### src/pkg/uhis_pkg.sv
// constants and types of the usb host interrupt event status block
// =====================================================================
package uhis_pkg;

  // =================================================================
  // register map
  localparam logic [7:0]  UHIS_OFS_FLAGS   = 8'h0c;
  localparam logic [31:0] UHIS_FLAGS_RESET = 32'h0000_0000;
  localparam logic [1:0]  UHIS_OVR_RESET   = 2'h0;
  localparam int          UHIS_OVR_LSB     = 16;

  // =================================================================
  // flag bit positions
  localparam int UHIS_BIT_OWN  = 30;
  localparam int UHIS_BIT_RHUB = 6;
  localparam int UHIS_BIT_FWRP = 5;
  localparam int UHIS_BIT_FATL = 4;
  localparam int UHIS_BIT_RSM  = 3;
  localparam int UHIS_BIT_SOF  = 2;
  localparam int UHIS_BIT_DONE = 1;
  localparam int UHIS_BIT_OVR  = 0;

  // implemented flags; all others are reserved and read zero
  localparam logic [31:0] UHIS_IMPL_MASK = 32'h4000_007f;

  // =================================================================
  // state of the main block
  typedef struct packed {
    logic [31:0] flags;
    logic [1:0]  ovr_cnt;
    logic        ovr_pend;
    logic [31:0] rdata;
  } uhis_state_t;

  // state of the edge detector
  typedef struct packed {
    logic prev;
    logic armed;
  } uhis_edge_state_t;

endpackage

### src/verilog/uhis_edge.sv
// edge or toggle detector for one synchronous event level
`timescale 1ns/1ps
module uhis_edge
  import uhis_pkg::*;
#(
  parameter bit TOGGLE = 1'b0
) (
  // clock and reset
  input  wire logic sys_clk_i,
  input  wire logic rst_i,
  // level in, pulse out
  input  wire logic sig_i,
  output logic      pulse_o
);

  uhis_edge_state_t st;
  uhis_edge_state_t next_st;

  // no pulse until one sample has been taken after reset
  always_comb begin
    next_st       = st;
    next_st.prev  = sig_i;
    next_st.armed = 1'b1;
  end

  always_ff @(posedge sys_clk_i) begin
    if (rst_i) begin
      st <= '0;
    end else begin
      st <= next_st;
    end
  end

  // rising edge, or any change when toggle mode
  assign pulse_o = st.armed &
                   (TOGGLE ? (sig_i ^ st.prev) : (sig_i & ~st.prev));

endmodule

### src/verilog/uhis_status.sv
// interrupt event flag register with its set, clear and request logic
`timescale 1ns/1ps
module uhis_status
  import uhis_pkg::*;
#(
  parameter bit SMI_PRESENT = 1'b1
) (
  // clock and reset
  input  wire logic        sys_clk_i,
  input  wire logic        rst_i,
  // register port
  input  wire logic        reg_wr_i,
  input  wire logic        reg_rd_i,
  input  wire logic [7:0]  reg_addr_i,
  input  wire logic [31:0] reg_wdata_i,
  output logic [31:0]      reg_rdata_o,
  // enables held elsewhere
  input  wire logic [31:0] interrupt_enable_mask_i,
  input  wire logic        master_irq_enable_i,
  // event sources
  input  wire logic        ownership_request_bit_i,
  input  wire logic        root_hub_change_i,
  input  wire logic [15:0] frame_counter_i,
  input  wire logic        shared_frame_copy_upd_i,
  input  wire logic        system_error_i,
  input  wire logic        resume_signal_i,
  input  wire logic        resume_by_sw_i,
  input  wire logic        sof_issue_i,
  input  wire logic        done_head_write_i,
  input  wire logic        sched_overrun_i,
  // results
  output logic             irq_o,
  output logic             system_mgmt_irq_pin_o,
  output logic             halt_o,
  output logic             done_head_write_allow_o,
  output logic [1:0]       overrun_count_o
);

  // ===================================================================
  // edge detection of level sources
  logic own_rise;
  logic rsm_rise;
  logic fwrap_tog;

  uhis_edge #(.TOGGLE(1'b0)) u_own_edge (
    .sys_clk_i (sys_clk_i),
    .rst_i     (rst_i),
    .sig_i     (ownership_request_bit_i),
    .pulse_o   (own_rise)
  );

  uhis_edge #(.TOGGLE(1'b0)) u_rsm_edge (
    .sys_clk_i (sys_clk_i),
    .rst_i     (rst_i),
    .sig_i     (resume_signal_i),
    .pulse_o   (rsm_rise)
  );

  uhis_edge #(.TOGGLE(1'b1)) u_fwrap_edge (
    .sys_clk_i (sys_clk_i),
    .rst_i     (rst_i),
    .sig_i     (frame_counter_i[15]),
    .pulse_o   (fwrap_tog)
  );

  // ===================================================================
  // gathered set requests and write clears
  uhis_state_t st;
  uhis_state_t next_st;
  logic [31:0] set_vec;
  logic [31:0] clr_vec;
  logic        wr_hit;
  logic        rd_hit;
  logic        ovr_set;

  assign wr_hit = reg_wr_i & (reg_addr_i == UHIS_OFS_FLAGS);
  assign rd_hit = reg_rd_i & (reg_addr_i == UHIS_OFS_FLAGS);

  // overrun flag waits for the frame copy update
  assign ovr_set = shared_frame_copy_upd_i &
                   (st.ovr_pend | sched_overrun_i);

  always_comb begin
    set_vec = '0;
    set_vec[UHIS_BIT_OWN]  = own_rise & SMI_PRESENT;
    set_vec[UHIS_BIT_RHUB] = root_hub_change_i;
    set_vec[UHIS_BIT_FWRP] = fwrap_tog;
    set_vec[UHIS_BIT_FATL] = system_error_i;
    set_vec[UHIS_BIT_RSM]  = rsm_rise & ~resume_by_sw_i;
    set_vec[UHIS_BIT_SOF]  = sof_issue_i;
    set_vec[UHIS_BIT_DONE] = done_head_write_i;
    set_vec[UHIS_BIT_OVR]  = ovr_set;
  end

  // reserved bits of the write are dropped
  assign clr_vec = wr_hit ? (reg_wdata_i & UHIS_IMPL_MASK) : '0;

  // ===================================================================
  // next state
  always_comb begin
    next_st = st;
    // write one clears, event set wins over a clear in the same cycle
    next_st.flags = ((st.flags & ~clr_vec) | set_vec)
                    & UHIS_IMPL_MASK;
    if (!SMI_PRESENT) begin
      next_st.flags[UHIS_BIT_OWN] = 1'b0;
    end
    // counter counts every overrun and wraps naturally
    if (sched_overrun_i) begin
      next_st.ovr_cnt = st.ovr_cnt + 2'h1;
    end
    // remember an overrun until the frame copy update
    if (shared_frame_copy_upd_i) begin
      next_st.ovr_pend = 1'b0;
    end else if (sched_overrun_i) begin
      next_st.ovr_pend = 1'b1;
    end
    // registered read data
    next_st.rdata = rd_hit ? (st.flags & UHIS_IMPL_MASK) : '0;
  end

  always_ff @(posedge sys_clk_i) begin
    if (rst_i) begin
      st.flags    <= UHIS_FLAGS_RESET;
      st.ovr_cnt  <= UHIS_OVR_RESET;
      st.ovr_pend <= 1'b0;
      st.rdata    <= '0;
    end else begin
      st <= next_st;
    end
  end

  // ===================================================================
  // outputs
  logic [31:0] active;
  assign active = st.flags & interrupt_enable_mask_i;

  // level request over all flags but ownership change
  assign irq_o = master_irq_enable_i &
                 (|(active & ~(32'h1 << UHIS_BIT_OWN)));
  // ownership change bypasses the master enable
  assign system_mgmt_irq_pin_o = active[UHIS_BIT_OWN];
  // processing stops while the fatal flag stands
  assign halt_o = st.flags[UHIS_BIT_FATL];
  // next write-back only after software cleared the flag
  assign done_head_write_allow_o = ~st.flags[UHIS_BIT_DONE];
  assign overrun_count_o = st.ovr_cnt;
  assign reg_rdata_o     = st.rdata;
endmodule
### config.mk
export PLATFORM = sky130hd
export DESIGN_NAME = uhis_status
export DESIGN_NICKNAME = d
export VERILOG_FILES = /design/src/pkg/uhis_pkg.sv /design/src/verilog/uhis_edge.sv /design/src/verilog/uhis_status.sv
export SDC_FILE = /design/constraint.sdc
export NUM_CORES = 1
export LEC_CHECK = 0
export BUFFER_PORTS_ARGS = -buffer_cell sky130_fd_sc_hd__buf_2
export CORE_MARGIN = 4
export CORE_UTILIZATION = 34
export CTS_BUF_LIST = sky130_fd_sc_hd__clkbuf_4 sky130_fd_sc_hd__clkbuf_8 sky130_fd_sc_hd__clkbuf_16
export DETAILED_ROUTE_END_ITERATION = 7
export PLACE_DENSITY_LB_ADDON = 0.1
export RECOVER_POWER = 50
export SLEW_MARGIN = 20
export SYNTH_ARGS = -nofsm -noshare
export SYNTH_HDL_FRONTEND = slang
export SYNTH_SLANG_ARGS = --single-unit
### constraint.sdc
create_clock -name sys_clk_i -period 1.9 [get_ports sys_clk_i]
set_input_delay 0.285 -clock sys_clk_i [delete_from_list [all_inputs] [get_ports sys_clk_i]]
set_output_delay 0.285 -clock sys_clk_i [all_outputs]
set_load 0.03 [all_outputs]
==> reports/qor.csv, run 1 <==
stage;metric;value;unit
place;gp_congestion;0.672;
worst_setup_path;cp.arrival;1.87;ns
grt;grt_max_degree;16;
floorplanning;start_util;36.3;%
synth;synth.most_common_cell;buf_4;
timing;setup_tns;0;ns
cts;tritoncts;done;
synth;synth_cells;119;
timing;period_needed;1.72;ns
place;dp_hpwl;1790;um
cts;cts.clk_slew.worst_paths;0.12;ns
worst_hold_path;whs_path_depth;2;
timing;max_freq;580;MHz
synth;avgSynthCellArea;9.45;um2
timing;period_share;90.7;%
drt;via_per_inst;3.95;
drt;wl_per_cell;10.5;um
floorplanning;core_area;3100;um2
worst_setup_path;crit_start;reg_addr_i[5];
drt;drc;0;
power_and_ir_drop;leakage;0.625;nW
grt;gr-usage-all-layers;10.1;%
cts;holdBufCountCts;0;
synth;postSynth.asyncResetShare;0;%
cts;cts-root-buf;clkbuf_4;
worst_setup_path;cp.required;2.05;ns
timing;maxSlewHeadroom;34.3;%
drt;drt_iter0_drc;19;
timing;worst_slack;0.176;ns
floorplanning;rows;20;
cts;cts_post_setup_buffers_inserted;0;
drt;detail-route-antenna-nets;0;
drt;wl;2170;um
floorplanning;io_pins;140;
cts;h-tree-depth;1;
final_layout;syn2layout_area_growth;12.0;%
final_layout;drive_gt1_share;30.1;%
synth;netlist_area;1120;um2
grt;grt_pass1_vias;754;
grt;grt_pass1_wl;3310;um
final_layout;antenna_cells;0;
timing;setup_viol;0;
drt;vias;818;
synth;synth_top_area_share;40.9;%
synth;seq_area_frac_synth;40.9;%
timing;drv_slew;0;
floorplanning;die_area;4290;um2
place;pre_cts_slack;0.314;ns
worst_setup_path;crit_end;st[38];
job;drv_cap;0;
grt;grt-ovfl-total;0;
cts;cts-buffers-inserted;3;
cts;clock_path_buffers;2;
floorplanning;die_x;65.5;um
timing;hold_viol;0;
timing;rsz0062_at_grt;false;
timing;worstMarginPinSlew;0.978;ns
drt;first_pass_iters;4;
grt;antenna_found_initial;0;
synth;synthTopCellsByCount;34 x buf_4, 23 x dfxtp_1, 10 x inv_1, 9 x and2_1, 8 x nor2_1;
power_and_ir_drop;vdd_drop_max;0.505;mV
worst_setup_path;worstSetupPathType;input pin to register;
cts;clk_latency;0.30;ns
worst_setup_path;worst-path-max-fanout;8;
synth;synth-seq-cells;23;
worst_setup_path;reg2reg_from;u_fwrap_edge.st[1];
worst_setup_path;worst-r2r-cell-count;3;
cts;cts.sinks;23;
synth;synth_edf_count;0;
synth;synth.distinct_cells;25;
worst_hold_path;min_path_type;input pin to register;
worst_setup_path;worstSetupStartpointType;input pin;
worst_setup_path;r2r_slack;0.99;ns
timing;clock_skew;0.00202;ns
worst_setup_path;reg2reg_to;st[40];
synth;synth_largest_area_cell;dfxtp_1;
final_layout;fin_nets;266;
floorplanning;die_y;65.5;um
synth;dominantRegCellSynth;dfxtp_1;
power_and_ir_drop;power_density;742;nW/um2
place;numPortBuffers;52;
synth;ys_top_cells_by_area;dfxtp_1 41%, buf_4 23%, and2_1 5.0%, a311oi_1 4.7%, inv_1 3.3%;
cts;cts_resized;0;
run_status;status;completed;
worst_setup_path;end_kind;register;
synth;yosys_warnings;0;
==> worst min-delay path by stage <==
stage,from,to,slack [ns]
floorplan,rst_i,u_rsm_edge.st[0],0.35
global placement,st[32],st[32],0.46
detailed placement,st[32],st[32],0.47
CTS,shared_frame_copy_upd_i,st[32],0.12
global route,shared_frame_copy_upd_i,st[32],0.12
finish,shared_frame_copy_upd_i,st[32],0.14
==> cells by family (layout without fill, tap and decap cells) <==
logic type,after synthesis,count (layout),share of synthesized area (%)
other cells,1,24,0.333
buf+inv,45,66,26.4
xor+xnor,3,3,2.34
compound gates,17,17,11.0
simple gates,30,30,19.0
flops,23,23,40.9
==> power by group <==
part           leakage [nW]  switching (mW)  internal, mW
clock network        0.0184           0.133        0.0960
registers             0.189          0.0151         0.504
logic                 0.417           0.126        0.0614
total                 0.625           0.274         0.661
==> layout make-up <==
class                   instances  area, um2
clock buffers                   4       30.0
fillers                       352       1840
inverters                      10       37.5
multi-input cells              74        428
flip-flops and latches         23        460
well taps                      44       55.1
repair buffers                 52        249
==> routing by layer <==
metal  vias up  track usage (%)  wire [um]
met1       350             12.1        929
li1        422                -          -
met2        44             16.4       1000
met3         2             4.79        219
met4         0             2.33         16
met5         -                0          0
==> critical path, cell delays in order <==
cell and delay (ns):
buf_2 0.10, or4_4 0.53, nor3_1 0.76, a311oi_1 0.20
==> per-stage QoR <==
step           instances  power (mW)  utilization [%]  cell area (um2)  hold slack (ns)
3_5_place_dp         203       0.722             40.8             1270            0.466
3_3_place_gp         203       0.719             40.8             1270            0.461
2_1_floorplan        142       0.700                -             1210            0.355
4_1_cts              207       0.955             41.8             1300            0.124
6_report             207       0.935             40.6             1260            0.143
5_1_grt              207       0.999             40.6             1260            0.117
==> cells in the final DEF, fill, tap and decap left out, drive strengths merged, types with 2 or more instances in the layout <==
cell and n:
and2 9, xor2 2, nor2b 4, o21ai 2
a22oi 2, a31oi 3, nand2 2, buf 43
conb 24, a311oi 6, a21oi 2, inv 10
clkbuf 13, dfxtp 23, nor2 8, nor3 2
==> flip-flops by register name, indices dropped and copies added (netlist names) <==
register         flops
halt_o               1
overrun_count_o      2
reg_rdata_o          8
st                   8
u_fwrap_edge.st      1
u_own_edge.st        1
u_rsm_edge.st        2
(Power assumes the default switching activity.)
==> run 2, diff against run 1 <==
Settings changed: CORE_UTILIZATION 34 to 35, SYNTH_HIERARCHICAL from default to 1.
Clock period 1.9 ns to 2.25 ns, I/O delays scaled along.
==> run 2 against run 1 <==
  * Register-to-register slack gained 0.25 ns
  * Synthesized cell count increased by 3.4%
  * Sequential power decreased by 8.7%
  * Largest power group unchanged
  * Final cell count rose by 1.9%
  * Non-clock buffer count unchanged
  * Clock power decreased by 9.6%
  * Largest cell class unchanged
  * Die area rose by 0.53%
  * Via count up 3.7%
  * Combinational power fell by 14%
  * Clock-buffer cell count unchanged
==> reports/qor.csv, run 2 <==
stage;metric;value;unit;change
final_layout;syn2layout_area_growth;13.6;%;
synth;synth-compound-area-share;9.13;%;-1.9 points
worst_setup_path;cp.required;1.91;ns;-0.14 ns
grt;gr-usage-met2;16.6;%;+0.21 points
job;drv_cap;0;;unchanged
synth;postSynth.asyncResetShare;0;%;unchanged
synth;dominantRegCellSynth;dfxtp_1;;
timing;clock_skew;0.00410;ns;+0.00208 ns
synth;ys_top_cells_by_area;dfxtp_1 43%, buf_4 22%, a311oi_1 6.0%, and2_1 5.4%, inv_1 4.2%;;
grt;use_met1;12.4;%;+0.32 points
drt;drc;0;;unchanged
worst_hold_path;min_path_type;input pin to register;;
synth;synth-seq-cells;25;;+8.7%
synth;synthAdderAreaFrac;0;%;unchanged
final_layout;layout_commonest_cell;buf_2;;
place;gp_congestion;0.634;;-5.6%
drt;detail-route-antenna-nets;0;;unchanged
cts;cts.sinks;25;;+8.7%
worst_setup_path;worstSetupStartpointType;register;;
power_and_ir_drop;vdd_drop_max;0.435;mV;-14%
cts;cts_post_setup_buffers_inserted;0;;unchanged
drt;via_per_inst;4.02;;+1.7%
drt;first_pass_iters;4;;unchanged
place;pre_cts_slack;0.544;ns;+0.230 ns
cts;h-tree-depth;1;;unchanged
floorplanning;die_x;65.7;um;+0.27%
timing;period_share;72.9;%;
final_layout;fin_nets;270;;+1.5%
floorplanning;die_y;65.7;um;+0.27%
synth;synthXorXnorAreaFrac;2.26;%;-0.080 points
synth;synth.most_common_cell;buf_4;;
power_and_ir_drop;leakage;0.656;nW;+5.0%
synth;avgSynthCellArea;9.47;um2;+0.19%
synth;synth_top_family_by_area;buffers and inverters;;
grt;grt.busiest_layer;met2;;
drt;wl;2220;um;+2.6%
power_and_ir_drop;total_power;0.841;mW;-10%
drt;vias;848;;+3.7%
synth;synth_cells;123;;+3.4%
cts;clk_latency;0.31;ns;about the same
timing;rsz0062_at_grt;false;;
floorplanning;io_pins;140;;unchanged
cts;cts.clk_slew.worst_paths;0.13;ns;about the same
timing;setup_tns;0;ns;unchanged
cts;clock_path_buffers;2;;unchanged
cts;cts-root-buf;clkbuf_4;;
power_and_ir_drop;power_density;635;nW/um2;-14%
timing;worst_slack;0.610;ns;+0.434 ns
synth;synth.distinct_cells;23;;-8.0%
timing;maxSlewHeadroom;42.9;%;+8.6 points
final_layout;drive_gt1_share;28.7;%;-1.3 points
synth;synthSimpleGateAreaFrac;18.9;%;-0.12 points
grt;grt-ovfl-total;0;;unchanged
floorplanning;die_area;4320;um2;+0.53%
timing;worstMarginPinSlew;0.857;ns;-0.121 ns
place;dp_hpwl;1830;um;+2.1%
worst_setup_path;cp.arrival;1.30;ns;-0.57 ns
final_layout;final_cell_mix;41 x buf_2, 25 x dfxtp_1, 24 x conb_1;;
floorplanning;rows;20;;unchanged
final_layout;n_fill_cell;339;;-3.7%
worst_setup_path;worst-path-max-fanout;4;;-4
grt;gr-usage-all-layers;10.4;%;+0.26 points
grt;antenna_found_initial;0;;unchanged
cts;holdBufCountCts;0;;unchanged
grt;grt_max_degree;19;;+3
final_layout;antenna_cells;0;;unchanged
run_status;status;completed;;
timing;period_needed;1.64;ns;
cts;cts_resized;0;;unchanged
worst_setup_path;worstSetupPathType;register to primary output;;
grt;grt_pass1_wl;3440;um;+4.2%
synth;netlist_area;1160;um2;+3.6%
timing;hold_viol;0;;unchanged
drt;wl_per_cell;10.5;um;+0.68%
timing;max_freq;610;MHz;
synth;synth_largest_area_cell;dfxtp_1;;
synth;synth_edf_count;0;;unchanged
timing;setup_viol;0;;unchanged
synth;synthTopCellsByCount;34 x buf_4, 25 x dfxtp_1, 13 x inv_1, 10 x and2_1, 9 x nor2_1;;
place;numPortBuffers;52;;unchanged
synth;synth_mux_area_share;0;%;unchanged
drt;drt_iter0_drc;13;;-6
cts;cts-buffers-inserted;3;;unchanged
grt;met3_usage;4.62;%;-0.17 points
floorplanning;core_area;3130;um2;+0.81%
cts;tritoncts;done;;
timing;drv_slew;0;;unchanged
worst_setup_path;end_kind;primary output;;
synth;seq_area_frac_synth;43.0;%;+2.0 points
timing;hold_ws;0.186;ns;+0.0437 ns
floorplanning;start_util;37.2;%;+0.99 points
grt;grt_pass1_vias;805;;+6.8%
synth;yosys_warnings;6;;+6
synth;synth_top_area_share;43.0;%;+2.0 points
[run 2: cell count changes after synthesis, moves of 2 or more]
cell,previous run,this run
inv_1,10,13
a21oi_1,2,0
a311oi_1,6,8
dfxtp_1,23,25
a31oi_1,3,1
[run 2: layout make-up]
class | count | area, um2 | area share (%)
clock buffer | 4 | 30.0 | 2.27
tap | 44 | 55.1 | 4.16
multi-input combinational | 73 | 443 | 33.5
sequential | 25 | 500 | 37.8
timing repair buffer | 52 | 246 | 18.6
inverter | 13 | 48.8 | 3.69
[run 2: worst max-delay path, cell delays in order (launching register included)]
cell      delay, ns
dfxtp_1        0.36
a222oi_1       0.32
a31oi_1        0.13
buf_2          0.19
[run 2: kinds of logic (layout without fill, tap and decap cells)]
group,after synthesis,after routing
compound gates,13,13
xor+xnor,3,3
buf+inv,48,69
flops,25,25
other cells,1,24
simple gates,33,33
[run 2: layer usage]
metal / wire length, um / vias to the layer above / part of all wire (%)
li1: - / 434 / -
met1: 912 / 361 / 41
met2: 988 / 53 / 44
met3: 323 / 0 / 15
met4: 0 / 0 / 0
met5: 0 / - / 0
[run 2: worst paths after layout]
kind                            from     end  slack [ns]  cells after the start
min          shared_frame_copy_upd_i  st[32]        0.19                      2
max                           halt_o   irq_o        0.61                      3
max reg2reg         u_rsm_edge/st[1]  st[38]        1.24                      4
min reg2reg                   st[32]  st[32]        0.48                      2
[run 2: report_power, final]
part	total, mW	switching [mW]	internal [mW]	leakage (nW)
sequential	0.474	0.0115	0.463	0.206
clock	0.207	0.125	0.0813	0.0184
combinational	0.160	0.109	0.0509	0.431
total	0.841	0.246	0.595	0.656
[run 2: metrics by stage]
stage	util, %	std cells	area [um2]
finish	42.3	211	1320
global route	42.3	211	1320
CTS	42.8	211	1340
detailed placement	41.8	207	1310
global placement	41.8	207	1310
floorplan	-	146	1250
==> run 3, diff against run 2 <==
Settings changed: ABC_AREA from default to 1, CORE_UTILIZATION 35 to 33.
Clock period 2.25 ns to 1.6 ns, I/O delays scaled along.
==> run 3 against run 2 <==
  * Global-route usage is 0.30 points lower
  * Clock power up 40%
  * Via count rose by 11%
  * Largest cell class unchanged
  * Highest routed layer is now met4
==> reports/qor.csv, run 3 <==
stage;metric;value;unit;change
synth;yosys_warnings;6;;unchanged
final_layout;syn2layout_area_growth;12.6;%;
grt;gr-usage-all-layers;10.1;%;-0.30 points
drt;vias;943;;+11%
floorplanning;die_x;68.0;um;+3.6%
place;gp_congestion;0.667;;+5.1%
worst_hold_path;min_path_type;input pin to register;;
power_and_ir_drop;vdd_drop_max;0.368;mV;-16%
timing;clock_skew;0.00572;ns;+0.00162 ns
final_layout;drive_gt1_share;29.1;%;+0.40 points
grt;grt-ovfl-total;0;;unchanged
worst_setup_path;cp.required;1.36;ns;-0.55 ns
timing;drv_slew;0;;unchanged
worst_setup_path;cp.arrival;1.15;ns;-0.15 ns
timing;rsz0062_at_grt;false;;
power_and_ir_drop;power_density;880;nW/um2;+39%
cts;tritoncts;done;;
drt;drc;0;;unchanged
drt;via_per_inst;3.85;;-4.2%
final_layout;fin_nets;302;;+12%
worst_setup_path;r2r_slack;0.83;ns;-0.41 ns
grt;antenna_found_initial;0;;unchanged
cts;cts-root-buf;clkbuf_4;;
synth;dominantRegCellSynth;dfxtp_1;;
cts;cts_post_setup_buffers_inserted;0;;unchanged
worst_setup_path;worst-r2r-cell-count;3;;-1
place;place_inst;241;;+16%
timing;setup_viol;0;;unchanged
synth;synth_edf_count;0;;unchanged
cts;cts.clk_slew.worst_paths;0.13;ns;about the same
drt;detail-route-antenna-nets;0;;unchanged
worst_setup_path;worst-path-max-fanout;3;;-1
synth;synthTopCellsByCount;34 x buf_4, 25 x dfxtp_1, 25 x nand2_1, 23 x inv_1, 18 x nor2_1;;
timing;hold_viol;0;;unchanged
worst_setup_path;end_kind;primary output;;
synth;ys_top_cells_by_area;dfxtp_1 42%, buf_4 21%, nand2_1 7.9%, inv_1 7.3%, nor2_1 5.7%;;
floorplanning;die_area;4630;um2;+7.3%
job;drv_cap;0;;unchanged
synth;synth.distinct_cells;18;;-22%
floorplanning;die_y;68.0;um;+3.6%
timing;period_needed;1.39;ns;
final_layout;final_cell_mix;51 x buf_2, 25 x nand2_1, 25 x dfxtp_1;;
drt;first_pass_iters;4;;unchanged
cts;clock_path_buffers;2;;unchanged
final_layout;antenna_cells;0;;unchanged
timing;period_share;87.1;%;
cts;cts-buffers-inserted;3;;unchanged
synth;synth_top_area_share;42.1;%;-0.90 points
synth;postSynth.asyncResetShare;0;%;unchanged
cts;holdBufCountCts;0;;unchanged
worst_setup_path;worstSetupPathType;register to primary output;;
run_status;status;completed;;
synth;synth.most_common_cell;buf_4;;
cts;cts.sinks;25;;unchanged
floorplanning;core_area;3420;um2;+9.2%
synth;netlist_area;1190;um2;+2.1%
cts;clk_latency;0.31;ns;about the same
grt;grt_max_degree;19;;unchanged
final_layout;layout_commonest_cell;buf_2;;
drt;wl_per_cell;9.69;um;-8.1%
grt;grt_pass1_wl;3550;um;+3.0%
final_layout;fin_util;39.2;%;-3.1 points
synth;synth_cells;156;;+27%
synth;synth_largest_area_cell;dfxtp_1;;
synth;seq_area_frac_synth;42.1;%;-0.90 points
timing;max_freq;718;MHz;
place;pre_cts_slack;0.445;ns;-0.0991 ns
floorplanning;start_util;34.8;%;-2.4 points
cts;cts_resized;0;;unchanged
cts;h-tree-depth;1;;unchanged
synth;synth-seq-cells;25;;unchanged
worst_hold_path;whs_path_depth;2;;unchanged
drt;wl;2370;um;+6.7%
place;numPortBuffers;52;;unchanged
final_layout;instances_no_fill;245;;+16%
timing;setup_tns;0;ns;unchanged
final_layout;n_fill_cell;378;;+12%
timing;worstMarginPinSlew;0.767;ns;-0.0902 ns
power_and_ir_drop;leakage;0.737;nW;+12%
synth;avgSynthCellArea;7.63;um2;-19%
worst_setup_path;worstSetupStartpointType;register;;
timing;worst_slack;0.206;ns;-0.403 ns
floorplanning;rows;21;;+5.0%
timing;maxSlewHeadroom;48.9;%;+6.0 points
grt;grt_pass1_vias;823;;+2.2%
place;dp_hpwl;1940;um;+5.7%
drt;drt_iter0_drc;22;;+9
floorplanning;io_pins;140;;unchanged
==> run 3: cell types whose count changed after synthesis, moves of 2 or more <==
cell / previous run / this run
and3b_1: 2 / 0
nor2_1: 9 / 18
and2_1: 10 / 0
inv_1: 13 / 23
nand2_1: 1 / 25
nand3_1: 0 / 9
a21oi_1: 0 / 8
a22oi_1: 2 / 0
nor2_2: 0 / 3
a311oi_1: 8 / 0
nor2b_1: 5 / 0
==> run 3: critical path, stage by stage, from the launching register on <==
cell and delay, ns:
dfxtp_1 0.36, nand2_1 0.07, nand4_1 0.08, o21a_1 0.16, buf_2 0.17
==> run 3: worst paths after layout <==
| path | from | to |
|---|---|---|
| worst max-delay path | st[41] | irq_o |
| worst min-delay path | shared_frame_copy_upd_i | st[32] |
| worst min register to register | st[65] | reg_rdata_o[30] |
| worst max register to register | overrun_count_o[0] | overrun_count_o[1] |
==> run 3: area by class of cell <==
class	instances	area [um2]	share of cell area (%)
tap	46	57.6	4.30
clock buffer	4	30.0	2.24
sequential	25	500	37.3
multi-input combinational	95	407	30.3
inverter	23	86.3	6.44
timing repair buffer	52	259	19.3
==> run 3: kinds of logic after synthesis <==
logic type,Yosys count,share of synthesized area [%]
simple gates,60,23.1
buf+inv,59,29.3
flops,25,42.1
compound gates,10,4.42
xor+xnor,1,0.736
other cells,1,0.315
==> run 3: metrics by stage <==
stage | hold WS, ns | total power, mW | area [um2]
final | 0.0866 | 1.18 | 1340
after global routing | 0.0703 | 1.25 | 1340
after CTS | 0.0706 | 1.20 | 1360
after detailed placement | 0.422 | 0.905 | 1330
after global placement | 0.419 | 0.901 | 1330
after floorplan | 0.297 | 0.881 | 1280
==> run 3: layer usage <==
metal,global-route usage (%),vias to the layer above,share of wire [%],wire [um]
met1,12.9,399,45,1080
met5,0,-,0,0
met2,16.1,46,43,1030
met4,1.49,0,0.25,6
li1,-,496,-,-
met3,4.27,2,11,260
==> run 3: where the power goes <==
group          internal [mW]  switching (mW)  total, mW
Sequential             0.650          0.0183      0.668
Clock                  0.114           0.176      0.290
Combinational         0.0663           0.154      0.221
